<file path="config.mk">
export PLATFORM = sky130hd
export DESIGN_NAME = watchdog_unit
export DESIGN_NICKNAME = d
export VERILOG_FILES = /design/src/rtl/watchdog_unit_pkg.sv /design/src/rtl/watchdog_unit.sv
export VERILOG_INCLUDE_DIRS = /design/src /design/src/rtl
export SDC_FILE = /design/constraint.sdc
export NUM_CORES = 1
export LEC_CHECK = 0
export BUFFER_PORTS_ARGS = -buffer_cell sky130_fd_sc_hd__buf_2
export CORE_ASPECT_RATIO = 0.8
export CORE_MARGIN = 10
export CORE_UTILIZATION = 53
export DETAILED_ROUTE_END_ITERATION = 8
export PLACE_DENSITY = 0.89
export SYNTH_ARGS = -nofsm -noshare
export SYNTH_HDL_FRONTEND = slang
export SYNTH_SLANG_ARGS = --single-unit
export TNS_END_PERCENT = 5
</file>
<file path="constraint.sdc">
create_clock -name i_clock -period 8 [get_ports i_clock]
set_input_delay 2 -clock i_clock [delete_from_list [all_inputs] [get_ports i_clock]]
set_output_delay 2 -clock i_clock [all_outputs]
set_load 0.005 [all_outputs]
</file>
<file path="src/rtl/watchdog_unit_consts.svh">
// Offsets, field positions, reset values and keys of the watchdog unit.
// Assumes inclusion by bare name from rtl/.
`ifndef WATCHDOG_UNIT_CONSTS_SVH
`define WATCHDOG_UNIT_CONSTS_SVH

`define WD_COUNT_ADDR        32'hFFFFFF84
`define WD_CTRL_ADDR         32'hFFFFFF86
`define WD_COUNT_KEY         8'h5A
`define WD_CTRL_KEY          8'hA5
`define WD_COUNT_RESET       8'h00
`define WD_CTRL_RESET        8'h00
`define WD_BIT_RUN           7
`define WD_BIT_KIND          6
`define WD_BIT_RST_KIND      5
`define WD_BIT_WATCHDOG_OVERFLOW_FLAG          4
`define WD_BIT_INTERVAL_OVERFLOW_FLAG          3
`define WD_CLK_SEL_MSB       2
`define WD_PRESCALE_WIDTH    12

`endif

</file>
<file path="src/rtl/watchdog_unit_pkg.sv">
// Types shared by the watchdog unit.
// Assumes nothing beyond a SystemVerilog compiler.
package watchdog_unit_pkg;
  typedef enum logic [1:0] {
    ACC_BYTE,
    ACC_WORD,
    ACC_LONG
  } access_size_e;

  typedef enum logic [1:0] {
    ST_IDLE,
    ST_SETTLE,
    ST_RELEASE
  } settle_state_e;
endpackage

</file>
<file path="src/rtl/watchdog_unit.sv">
// Watchdog / interval timer with PLL settling count.
// Assumes one 10 MHz clock; i_periph_tick marks each peripheral clock edge.
`timescale 1ns/1ns
`default_nettype none
`include "watchdog_unit_consts.svh"

// How it works
// - PLL ratio change runs a settling count
// - Ratio write halts processor, counter starts
// - Overflow resumes clocks, counter stops same cycle if bit 7 clear
// - Divider-only change runs no settling count
// - Divider-only change applies immediately
// - 8-bit counter, cleared by power-on reset
// - Overflow: reset in watchdog, interrupt interval
// - Counter written by word with key 5A
// - Control written by word with key A5
// - Both registers read by byte
// - Control cleared only by power-on reset
// - Control kept after standby settling overflow
// - Run bit 7 stops and holds count
// - Bit 6 selects interval or watchdog
// - Bit 5 selects power-on or manual reset
// - Bit 4 set on watchdog-mode overflow only
// - Bit 3 set on interval-mode overflow only
// - Bits 2..0 select prescaler divide ratio
// - Settling overflow leaves watchdog flag clear
// - Counter rests at 00 or 01 after settling
// - Interval overflow flags, interrupts, keeps counting
module watchdog_unit #(
  parameter int PRESCALE_WIDTH = `WD_PRESCALE_WIDTH
) (
  // Clock and power-on reset
  input  wire logic                         i_clock,
  input  wire logic                         i_srst,
  // Peripheral clock tick (one cycle per peripheral clock edge)
  input  wire logic                         i_periph_tick,
  // Processor register port
  input  wire logic                         i_reg_write,
  input  wire logic                         i_reg_read,
  input  wire logic [31:0]                  i_reg_addr,
  input  wire watchdog_unit_pkg::access_size_e i_reg_size,
  input  wire logic [15:0]                  i_reg_wdata,
  output logic      [7:0]                   o_reg_rdata,
  output logic                              o_reg_rvalid,
  // Frequency control register write from the clock generator
  input  wire logic                         i_freq_write,
  input  wire logic                         i_pll_mult_changed,
  input  wire logic                         i_standby_settle_start,
  // Clock control toward the clock generator and processor
  output logic                              o_clock_hold,
  output logic                              o_clock_resume,
  // Reset and interrupt outputs
  output logic                              o_power_on_reset_req,
  output logic                              o_manual_reset_req,
  output logic                              o_interval_irq
);
  import watchdog_unit_pkg::*;

  // ---------------------------------------------------------------
  // State
  // ---------------------------------------------------------------
  logic [7:0]                watchdog_count;
  logic [7:0]                watchdog_control_status;
  logic [PRESCALE_WIDTH-1:0] prescale;
  logic [PRESCALE_WIDTH-1:0] next_prescale;
  logic [PRESCALE_WIDTH-1:0] tick_mask;
  settle_state_e             settle_state;
  logic                      settle_standby;
  logic                      count_tick;
  logic                      overflow;
  logic                      counting;
  logic                      count_write;
  logic                      ctrl_write;
  logic                      timer_run;
  logic                      timer_kind_sel;
  logic                      reset_kind_sel;
  logic [2:0]                count_clock_sel;
  logic                      settling;
  logic                      settle_start;

  assign timer_run       = watchdog_control_status[`WD_BIT_RUN];
  assign timer_kind_sel  = watchdog_control_status[`WD_BIT_KIND];
  assign reset_kind_sel  = watchdog_control_status[`WD_BIT_RST_KIND];
  assign count_clock_sel = watchdog_control_status[`WD_CLK_SEL_MSB:0];
  assign settling        = (settle_state == ST_SETTLE);

  // Settling count triggered by ratio write or standby settle start
  assign settle_start = (i_freq_write && i_pll_mult_changed)
                        || i_standby_settle_start;

  // ---------------------------------------------------------------
  // Register writes
  // ---------------------------------------------------------------
  // Keyed word writes to counter and control
  assign count_write = i_reg_write && (i_reg_size == ACC_WORD)
                       && (i_reg_addr == `WD_COUNT_ADDR)
                       && (i_reg_wdata[15:8] == `WD_COUNT_KEY);
  assign ctrl_write  = i_reg_write && (i_reg_size == ACC_WORD)
                       && (i_reg_addr == `WD_CTRL_ADDR)
                       && (i_reg_wdata[15:8] == `WD_CTRL_KEY);

  // ---------------------------------------------------------------
  // Prescaler and count clock
  // ---------------------------------------------------------------
  // Divide ratio mask per select code
  always_comb begin
    case (count_clock_sel)
      3'h0:    tick_mask = PRESCALE_WIDTH'(0);
      3'h1:    tick_mask = PRESCALE_WIDTH'(3);
      3'h2:    tick_mask = PRESCALE_WIDTH'(15);
      3'h3:    tick_mask = PRESCALE_WIDTH'(31);
      3'h4:    tick_mask = PRESCALE_WIDTH'(63);
      3'h5:    tick_mask = PRESCALE_WIDTH'(255);
      3'h6:    tick_mask = PRESCALE_WIDTH'(1023);
      default: tick_mask = PRESCALE_WIDTH'(4095);
    endcase
  end

  // Count only while running or settling
  assign counting   = timer_run || settling;
  assign count_tick = counting && i_periph_tick
                      && ((prescale & tick_mask) == tick_mask);
  assign overflow   = count_tick && (watchdog_count == 8'hFF);
  assign next_prescale = prescale + PRESCALE_WIDTH'(1);

  always_ff @(posedge i_clock) begin
    if (i_srst) begin
      prescale <= '0;
    end else if (!counting) begin
      prescale <= '0;
    end else if (i_periph_tick) begin
      prescale <= next_prescale;
    end
  end

  // ---------------------------------------------------------------
  // Counter
  // ---------------------------------------------------------------
  // Counter cleared by power-on reset
  always_ff @(posedge i_clock) begin
    if (i_srst) begin
      watchdog_count <= `WD_COUNT_RESET;
    end else if (count_write) begin
      watchdog_count <= i_reg_wdata[7:0];
    end else if (count_tick) begin
      watchdog_count <= watchdog_count + 8'h01;
    end
  end

  // ---------------------------------------------------------------
  // Settling sequencer
  // ---------------------------------------------------------------
  // Hold clocks while settling
  // Stopping after wrap leaves count at 00
  always_ff @(posedge i_clock) begin
    if (i_srst) begin
      settle_state   <= ST_IDLE;
      settle_standby <= 1'b0;
    end else begin
      case (settle_state)
        ST_IDLE: begin
          if (settle_start) begin
            settle_state   <= ST_SETTLE;
            settle_standby <= i_standby_settle_start;
          end
        end
        ST_SETTLE: begin
          if (overflow) begin
            settle_state <= ST_RELEASE;
          end
        end
        ST_RELEASE: begin
          settle_state <= ST_IDLE;
        end
        default: begin
          settle_state <= ST_IDLE;
        end
      endcase
    end
  end

  assign o_clock_hold   = settling;
  assign o_clock_resume = (settle_state == ST_RELEASE);

  // ---------------------------------------------------------------
  // Control / status
  // ---------------------------------------------------------------
  // Only power-on reset clears control
  always_ff @(posedge i_clock) begin
    if (i_srst) begin
      watchdog_control_status <= `WD_CTRL_RESET;
    end else begin
      if (ctrl_write) begin
        watchdog_control_status <= i_reg_wdata[7:0];
      end
      if (overflow && !settling && timer_kind_sel) begin
        watchdog_control_status[`WD_BIT_WATCHDOG_OVERFLOW_FLAG] <= 1'b1;
      end
      if (overflow && !settling && !timer_kind_sel) begin
        watchdog_control_status[`WD_BIT_INTERVAL_OVERFLOW_FLAG] <= 1'b1;
      end
    end
  end

  // ---------------------------------------------------------------
  // Reset and interrupt requests
  // ---------------------------------------------------------------
  // Overflow action by mode
  // Reset kind chosen by bit 5
  always_ff @(posedge i_clock) begin
    if (i_srst) begin
      o_power_on_reset_req <= 1'b0;
      o_manual_reset_req   <= 1'b0;
      o_interval_irq       <= 1'b0;
    end else begin
      o_power_on_reset_req <= overflow && !settling && timer_kind_sel
                              && !reset_kind_sel;
      o_manual_reset_req   <= overflow && !settling && timer_kind_sel
                              && reset_kind_sel;
      o_interval_irq       <= overflow && !settling && !timer_kind_sel;
    end
  end

  // ---------------------------------------------------------------
  // Register reads
  // ---------------------------------------------------------------
  // Byte read returns register value
  always_ff @(posedge i_clock) begin
    if (i_srst) begin
      o_reg_rdata  <= 8'h00;
      o_reg_rvalid <= 1'b0;
    end else begin
      o_reg_rvalid <= i_reg_read;
      if (i_reg_read && i_reg_addr == `WD_COUNT_ADDR) begin
        o_reg_rdata <= watchdog_count;
      end else if (i_reg_read && i_reg_addr == `WD_CTRL_ADDR) begin
        o_reg_rdata <= watchdog_control_status;
      end else begin
        o_reg_rdata <= 8'h00;
      end
    end
  end

  // ---------------------------------------------------------------
  // Assertions
  // ---------------------------------------------------------------
  a_count_reset: assert property (@(posedge i_clock)
    i_srst |=> watchdog_count == 8'h00)
    else $error("counter not cleared by reset");
  a_count_key: assert property (
    @(posedge i_clock) disable iff (i_srst)
    (i_reg_write && i_reg_addr == `WD_COUNT_ADDR && i_reg_size != ACC_WORD
     && !count_tick) |=> $stable(watchdog_count))
    else $error("non-word write changed counter");
  a_ctrl_key: assert property (
    @(posedge i_clock) disable iff (i_srst)
    ctrl_write |=> watchdog_control_status[7:5] == $past(i_reg_wdata[7:5]))
    else $error("keyed control write not stored");
  a_run_hold: assert property (
    @(posedge i_clock) disable iff (i_srst)
    (!timer_run && !settling && !count_write) |=> $stable(watchdog_count))
    else $error("counter moved while stopped");
  a_watchdog_overflow_flag_set: assert property (
    @(posedge i_clock) disable iff (i_srst)
    (overflow && !settling && timer_kind_sel) |=>
      watchdog_control_status[`WD_BIT_WATCHDOG_OVERFLOW_FLAG])
    else $error("watchdog flag not set");
  a_interval_overflow_flag_irq: assert property (
    @(posedge i_clock) disable iff (i_srst)
    (overflow && !settling && !timer_kind_sel) |=>
      o_interval_irq && watchdog_control_status[`WD_BIT_INTERVAL_OVERFLOW_FLAG])
    else $error("interval overflow not signalled");
  a_settle_hold: assert property (
    @(posedge i_clock) disable iff (i_srst)
    (settle_state == ST_IDLE && settle_start) |=> o_clock_hold)
    else $error("settling did not hold clocks");
  a_settle_end: assert property (
    @(posedge i_clock) disable iff (i_srst)
    (settling && overflow) |=> o_clock_resume ##1 !o_clock_hold)
    else $error("settling overflow did not resume");
  a_settle_noflag: assert property (
    @(posedge i_clock) disable iff (i_srst)
    (settling && overflow && !ctrl_write) |=>
      $stable(watchdog_control_status))
    else $error("settling overflow changed control");
  a_div_only: assert property (
    @(posedge i_clock) disable iff (i_srst)
    (settle_state == ST_IDLE && i_freq_write && !i_pll_mult_changed
     && !i_standby_settle_start) |=> !o_clock_hold)
    else $error("divider change started settling");
  a_standby_keep: assert property (
    @(posedge i_clock) disable iff (i_srst)
    (settling && settle_standby && overflow && !ctrl_write) |=>
      $stable(watchdog_control_status))
    else $error("standby settling changed control");
  a_count_wrap: assert property (
    @(posedge i_clock) disable iff (i_srst)
    (overflow && !count_write) |=> watchdog_count == 8'h00)
    else $error("overflow did not wrap to zero");
  a_read_count: assert property (
    @(posedge i_clock) disable iff (i_srst)
    (i_reg_read && i_reg_addr == `WD_COUNT_ADDR) |=>
      o_reg_rvalid && o_reg_rdata == $past(watchdog_count))
    else $error("counter read returned wrong value");
  a_settle_rest: assert property (
    @(posedge i_clock) disable iff (i_srst)
    (o_clock_resume && !timer_run && !count_write && !$past(count_write))
      |=> watchdog_count <= 8'h01)
    else $error("counter did not rest after settling");
  a_reset_kind: assert property (
    @(posedge i_clock) disable iff (i_srst)
    (overflow && !settling && timer_kind_sel) |=>
      (o_manual_reset_req == $past(reset_kind_sel))
      && (o_power_on_reset_req == !$past(reset_kind_sel)))
    else $error("wrong reset kind requested");
  a_wd_no_interval_overflow_flag: assert property (
    @(posedge i_clock) disable iff (i_srst)
    (overflow && !settling && timer_kind_sel && !ctrl_write) |=>
      $stable(watchdog_control_status[`WD_BIT_INTERVAL_OVERFLOW_FLAG]))
    else $error("watchdog overflow set interval flag");

  c_watchdog_reset: cover property (@(posedge i_clock)
    o_power_on_reset_req);
  c_manual_reset: cover property (@(posedge i_clock) o_manual_reset_req);
  c_interval_irq: cover property (@(posedge i_clock) o_interval_irq);
  c_settle_done: cover property (@(posedge i_clock) o_clock_resume);
  c_slow_count: cover property (@(posedge i_clock)
    count_tick && count_clock_sel == 3'h7);
endmodule

`default_nettype wire

</file>
# Word level (Yosys, flattened, before mapping)
# Index checks and enable logic that the tools add are counted.
# totals
reg_bits	42
in_bits	58
output_inout_bits	14
wordCells	71
# op_classes
n_addsub	2
n_eq_ne	17
muxes	11
bitwise	2
n_reduce_logical	28
# ops
operator	count
12-bit case mux with 7 select lines	1
32-bit == test (second input constant)	2
8-bit 2-to-1 mux	4
8-bit == test (second input constant)	2
1-bit logical AND	16
12-bit by 1-bit adder with 12-bit output (second input constant)	1
12-bit AND	1
12-bit == test	1
3-bit == test (second input constant)	3
8-bit by 1-bit adder with 8-bit output (second input constant)	1
8-bit by 7-bit == test with 1-bit output (second input constant)	1
3-bit by 2-bit == test with 1-bit output (second input constant)	2
2-bit nonzero test	3
5-bit 2-to-1 mux	1
2-bit by 1-bit == test with 1-bit output (second input constant)	2
2-bit 2-to-1 mux	2
2-bit inequality test (second input constant)	2
2-bit case mux with 2 select lines	1
3-bit by 1-bit == test with 1-bit output (second input constant)	1
1-bit logical NOT	3
3-bit logical NOT	1
2-bit == test (second input constant)	1
2-bit logical NOT	1
1-bit logical OR	2
4 further kinds	5

# Longest topological paths before layout
# Gate-level depths: netlist of run 1.
# logic_depth
ltp_word	9
depth_mapped	6
ltp_nobuf	6

# Worst setup path after synthesis of run 1
# Ideal clock, no wire load.
# synth_timing
path_type	input to register
from	input port i_reg_addr[5]
to	register watchdog_control_status[3]
setup_time_ps	135
t_arrival_ps	3976
required_time_ps	7865
setup_slack_ps	3889
stages	6
path_buffers	1
cell_sequence	or4b_1 or4_4 or4_4 buf_6 mux2i_1 o22ai_1
# synth_between
elab_chain_cells	4
# synth_lines
item	line_no	source
start: declaration	watchdog_unit.sv:40	input wire logic [31:0] i_reg_addr,
32-bit == test (no line)	-	
1-bit logical AND (2 in series)	watchdog_unit.sv:98	assign ctrl_write = i_reg_write && (i_reg_size == ACC_WORD)
2-bit nonzero test (no line)	-	
end signal: assignment	watchdog_unit.sv:191	watchdog_control_status <= `WD_CTRL_RESET;
end signal: assignment	watchdog_unit.sv:194	watchdog_control_status <= i_reg_wdata[7:0];
end: declaration	watchdog_unit.sv:63	logic [7:0] watchdog_control_status;
# No other way between the ends.
# A chain may end at the register's enable or synchronous reset.

# Worst setup path in the final report of run 1
# layout_timing
from	input port i_reg_addr[5]
to	register o_reg_rdata[6]
# layout_between
elab_chain_cells	4
elab_cells_between_ends	6
cone_classes	2 x eq/ne; 2 x mux; 2 x reduce/logical
# layout_lines
item	line_no	source
32-bit == test (no line)	-	
1-bit logical AND (no line)	-	
8-bit 2-to-1 mux	watchdog_unit.sv:236	end else if (i_reg_read && i_reg_addr == `WD_CTRL_ADDR) begin
8-bit 2-to-1 mux (*)	watchdog_unit.sv:234	if (i_reg_read && i_reg_addr == `WD_COUNT_ADDR) begin
end signal: assignment	watchdog_unit.sv:235	o_reg_rdata <= watchdog_count;
end signal: assignment	watchdog_unit.sv:237	o_reg_rdata <= watchdog_control_status;
end: declaration	watchdog_unit.sv:43	output logic [7:0] o_reg_rdata,
# Every way passes the cells marked *; elsewhere a longest branch is shown, timed or not.

==> flow_summary.toml, run 1 <==
[status]
status = "completed"

[setup_path]
slowest_stage = "nor3_1"
crit_buf_inv = 1
start_kind = "primary input"
rrSetupSlack_ns = 5.63
crit_type = "in -> reg"
rr_startpoint = "watchdog_control_status[1]"
critPathTopFamily = "simple AND/OR/NAND/NOR gates"
r2r_end = "o_manual_reset_req"
reg2regPathDepth = 5
end_kind = "flip-flop"
worstPathCellList = "buf_2, or4b_1, or4_4, nor3_1, a22oi_1, nor2_1"
crit_required_ns = 8.23
cp_max_fo = 8
cpPeakStageDelay_ns = 0.84
arrival_ns = 4.40

[clock_tree]
cts_root_buffer = "clkbuf_8"
clock_latency_ns = 0.30
path_clk_slew_ns = 0.08
cts_buffer_depth = 2
cts_tree = "built"
cts-htree-levels = 2
cts-resized-gates = 0
cts_setup_buffers = 0
hold_buffers = 0
cts.sinks = 42
numCtsBuffers = 5

[timing]
slew-limit-headroom = 0.308
slew_violations = 0
finalWorstSetupSlack_ns = 3.83
period_share = 0.521
finalCriticalPeriod_ns = 4.17
fin_setup_tns_ns = 0
setup_viol = 0
tightest_slew_ns = 1.03
fmax_ghz = 0.240
rsz0062_at_grt = "no"
finalHoldViolations = 0
finClkSkew_ns = 0.00853

[logic_synthesis]
synthFlopType = "dfxtp_1"
synth_seq_cells = 42
syn_area_sq_mm = 0.00202
ys_async_sr_fraction = 0
synth_area_leader_cell = "dfxtp_1"
syn-num-nets = 281
synthTopCellsByCount = "dfxtp_1, nor2_1, nand4_1"
synth_edf_count = 0
synth_top_area_share = 0.417
synth.area.top_cells = "dfxtp_1, nor2_1, mux2i_1"
synth.avg_cell_area_sq_um = 9.12
yosys_warnings = 0
synth_most_common_cell = "dfxtp_1"
syn_inst = 221
ys_seq_area_frac = 0.417
synth.distinct_cells = 44

[final_layout]
n_fill_cell = 276
layout-drive-gt1-share = 0.284
num-nets-final = 351
antenna_cells = 0
final_util = 0.696
syn2layout_area_growth_pct = 22.3

[detailed_routing]
drt.antenna.violating_nets = 0
drc = 0
drt_iter0_markers = 70
wirelength_um = 5250
drtPass1Iterations = 4
wl_per_cell_um = 15.7
post_drt_via_cell_ratio = 5.82
num_vias = 1945

[power_and_ir_drop]
p_leak_nw = 1.03
ir_worst_vdd_uv = 95.6
internal-power_mw = 0.287
p_switching_mw = 0.0886
power_frac_seq = 0.564
clockPowerShare = 0.359
swShare = 0.236
comb_power_share = 0.077
power.density_mw_per_mm2 = 152

[floorplanning]
dieArea_sq_mm = 0.00669
start_util = 0.569
die_y_um = 75.2
io-pin-count = 72
core_sq_mm = 0.00354
core.rowCount = 19
die_w_um = 89.0

[grt]
antenna_found_initial = 0
grt_pass1_wl_um = 8690
grt_max_degree = 29
overflow = 0
grt_usage = 0.163
grt_pass1_vias = 1961

[min_path]
hold_path.class = "reg -> reg"
worstHoldStart = "watchdog_control_status[5]"
holdPathEnd = "o_power_on_reset_req"
min_path_cells = 1

[placement]
routabilityCongestion = 0.798
pre_cts_slack_ns = 3.58
dpl.hpwl_um = 4190
port_buffers = 71

[flow_run]
cap_violations = 0
## final cells by class
type | instances | area [sq um] | share of cell area
Timing Repair Buffer | 71 | 355 | 0.144
Tap cell | 42 | 52.6 | 0.0213
Sequential cell | 42 | 841 | 0.341
Inverter | 4 | 15.0 | 0.00609
Multi-Input combinational cell | 167 | 1110 | 0.452
Clock inverter | 2 | 13.8 | 0.00558
Clock buffer | 6 | 72.6 | 0.0294
## worst max path at each step
stage                        from                         end  slack (ns)  cells after the start
finish              i_reg_addr[5]              o_reg_rdata[6]        3.83                      6
global route        i_reg_addr[5]              o_reg_rdata[7]        3.75                      6
CTS                 i_reg_addr[5]              o_reg_rdata[6]        3.88                      6
detailed placement  i_reg_addr[5]              o_reg_rdata[6]        3.58                      6
global placement    i_reg_addr[5]              o_reg_rdata[4]        3.67                      6
floorplan           i_reg_addr[5]  watchdog_control_status[3]        3.89                      6
## registers in the layout (all words and copies together) (netlist names)
name	count
o_reg_rvalid	1
o_interval_irq	1
o_reg_rdata	8
prescale	12
settle_state	2
watchdog_count	8
o_power_on_reset_req	1
watchdog_control_status	8
o_manual_reset_req	1
## cells by family after synthesis
kind of cell / count (synthesis) / share of synthesized area
and+or+nand+nor: 105 / 0.298
DFF: 42 / 0.417
AOI/OAI and AO/OA: 35 / 0.128
xor gates and xnor gates: 15 / 0.0652
buffers and inverters: 12 / 0.0298
muxes: 10 / 0.0497
adders and majority gates: 2 / 0.0124
## stage by stage
step           area, sq um  instances  hold slack (ns)  total power, mW
5_1_grt               2460        334            0.524            0.390
6_report              2460        334            0.476            0.376
3_5_place_dp          2380        326            0.456            0.246
4_1_cts               2460        334            0.476            0.377
2_1_floorplan         2020        221            0.426            0.228
3_3_place_gp          2380        326            0.454            0.245
## worst reg2reg max path, delay by kind of cell, from the launching register on
family	cells	cell delay, ns
AOI/OAI and AO/OA	2	0.70
DFF	1	0.41
and+or+nand+nor	3	1.18
## power groups by stage
stage	sequential, mW	clock (mW)	combinational [mW]
4_1_cts	0.212	0.136	0.0292
3_5_place_dp	0.217	0	0.0290
5_1_grt	0.212	0.145	0.0325
2_1_floorplan	0.217	0	0.0112
6_report	0.212	0.135	0.0290
3_3_place_gp	0.217	0	0.0282
## cells in the final DEF, fill, tap and decap left out, types with 5 or more instances in the layout
cell       n
dfxtp_1   42
clkbuf_8   5
xnor2_1    8
and3_1     5
xor2_1     7
nand2_1    9
a211oi_1   7
nor2_1    36
buf_2     71
a22oi_1    8
nand3_1    5
mux2i_1   10
nand4_1   12
nor4_1     6
## routing by layer
| layer | global-route usage | routed length, um | up-vias |
|---|---|---|---|
| li1 | - | - | 967 |
| met1 | 0.196 | 2330 | 896 |
| met2 | 0.247 | 2320 | 75 |
| met3 | 0.0820 | 527 | 7 |
| met4 | 0.0616 | 76 | 0 |
| met5 | 0 | 0 | - |
Power figures use the tool's default switching activity.
==> inputs of run 2 (changes only) <==
--- a/config.mk
+++ b/config.mk
@@ -9,9 +9,9 @@
 export BUFFER_PORTS_ARGS = -buffer_cell sky130_fd_sc_hd__buf_2
 export CORE_ASPECT_RATIO = 0.8
 export CORE_MARGIN = 10
-export CORE_UTILIZATION = 53
+export CORE_UTILIZATION = 44
 export DETAILED_ROUTE_END_ITERATION = 8
-export PLACE_DENSITY = 0.89
+export PLACE_DENSITY = 0.8
 export SYNTH_ARGS = -nofsm -noshare
 export SYNTH_HDL_FRONTEND = slang
 export SYNTH_SLANG_ARGS = --single-unit
==> constraint.sdc (replaced) <==
create_clock -name i_clock -period 3.8 [get_ports i_clock]
set_input_delay 0.95 -clock i_clock [delete_from_list [all_inputs] [get_ports i_clock]]
set_output_delay 0.95 -clock i_clock [all_outputs]
set_load 0.005 [all_outputs]
==> flow_summary.toml, run 2 (synthesized netlist as in run 1, its figures left out) <==
[status]
status = "completed"

[final_layout]
regMostFlops = "prescale"
n_fill_cell = 429
largest_reg_flops = 12
num-nets-final = 353
final_util = 0.582
layout-drive-gt1-share = 0.293
fin_cells = 351
syn2layout_area_growth_pct = 24.4
final_common_cell = "buf_2"
antenna_cells = 0
layout_common_cells = "buf_2, dfxtp_1, nor2_1"

[detailed_routing]
post_drt_via_cell_ratio = 5.61
drt_iter0_markers = 127
wl_per_cell_um = 15.2
drc = 0
drt.antenna.violating_nets = 0
num_vias = 1968
drtPass1Iterations = 4
wirelength_um = 5320

[flow_run]
cap_violations = 0

[setup_path]
crit_type = "in -> reg"
cp_max_fo = 8
end_kind = "flip-flop"
crit_required_ns = 3.96
arrival_ns = 3.09
start_kind = "primary input"

[placement]
pre_cts_slack_ns = 0.557
dpl.hpwl_um = 4260
dpl.cell_count = 343
routabilityCongestion = 0.818
port_buffers = 71

[clock_tree]
cts_buffer_depth = 2
path_clk_slew_ns = 0.08
cts.sinks = 42
cts_tree = "built"
numCtsBuffers = 5
cts-resized-gates = 0
cts-htree-levels = 2
cts_root_buffer = "clkbuf_8"
hold_buffers = 0
cts_setup_buffers = 0
clock_latency_ns = 0.29

[floorplanning]
die_w_um = 95.7
dieArea_sq_mm = 0.00771
start_util = 0.468
core_sq_mm = 0.00431
die_y_um = 80.5
io-pin-count = 72
core.rowCount = 21

[timing]
rsz0062_at_grt = "no"
fmax_ghz = 0.342
tightest_slew_ns = 0.831
finClkSkew_ns = 0.00788
finalWorstSetupSlack_ns = 0.876
setup_viol = 0
finalHoldViolations = 0
hold_ws_ns = 0.464
slew_violations = 0
period_share = 0.770
slew-limit-headroom = 0.442
finalCriticalPeriod_ns = 2.92
fin_setup_tns_ns = 0

[grt]
grt_usage = 0.146
use_met1 = 0.174
overflow = 0
grt_use_met3 = 0.0734
grt_max_degree = 29
grt_pass1_wl_um = 9130
grt_pass1_vias = 2028
busiest_layer = "met2"
grt_use_met2 = 0.219
antenna_found_initial = 0

[min_path]
hold_path.class = "reg -> reg"

[power_and_ir_drop]
ir_worst_vdd_uv = 173
p_leak_nw = 1.05
power.density_mw_per_mm2 = 320
## run 2: cell count changes in the layout (fill, tap and decap cells not counted), sizes merged
| cell | previous run | this run |
|---|---|---|
| clkinvlp | 0 | 1 |
| buf | 71 | 73 |
| clkinv | 2 | 1 |
## run 2: metal layers
metal  up-vias  part of all wire  routed length (um)
li1        975                 -                   -
met1       913              0.44                2370
met2        74              0.42                2250
met3         6              0.12                 625
met4         0             0.015                  80
met5         -                 0                   0
## run 2: where the power goes
part	total [mW]	switching, mW	internal, mW
Sequential	0.446	0.00321	0.443
Combinational	0.0615	0.0297	0.0318
Clock	0.295	0.149	0.146
Total	0.803	0.182	0.621
## run 2: final cells by class
type                            instances  area, sq um  share of cell area
Timing Repair Buffer                   73          370               0.148
Clock inverter                          2         12.5             0.00499
Sequential cell                        42          841               0.335
Inverter                                4         15.0             0.00599
Tap cell                               57         71.3              0.0284
Multi-Input combinational cell        167         1110               0.445
Clock buffer                            6         82.6              0.0329
## run 2: through the flow
step                      area [sq um]  total power, mW
after global routing              2510            0.840
after global placement            2410            0.516
after CTS                         2510            0.811
final                             2510            0.803
after detailed placement          2410            0.518
after floorplan                   2020            0.479
## run 2: final timing paths
kind / slack (ns) / cells after the start / end / from
worst min register to register: 0.46 / 1 / o_power_on_reset_req / watchdog_control_status[5]
worst max-delay path: 0.88 / 6 / watchdog_control_status[4] / i_reg_addr[5]
worst max register to register: 1.47 / 5 / watchdog_count[0] / watchdog_control_status[1]
worst min-delay path: 0.46 / 1 / o_power_on_reset_req / watchdog_control_status[5]
## run 2: worst max-delay path: stages
cell	delay (ns)
buf_2	0.10
or4b_1	0.53
or4_4	0.55
or4_4	0.67
mux2i_1	0.19
o21ai_0	0.09
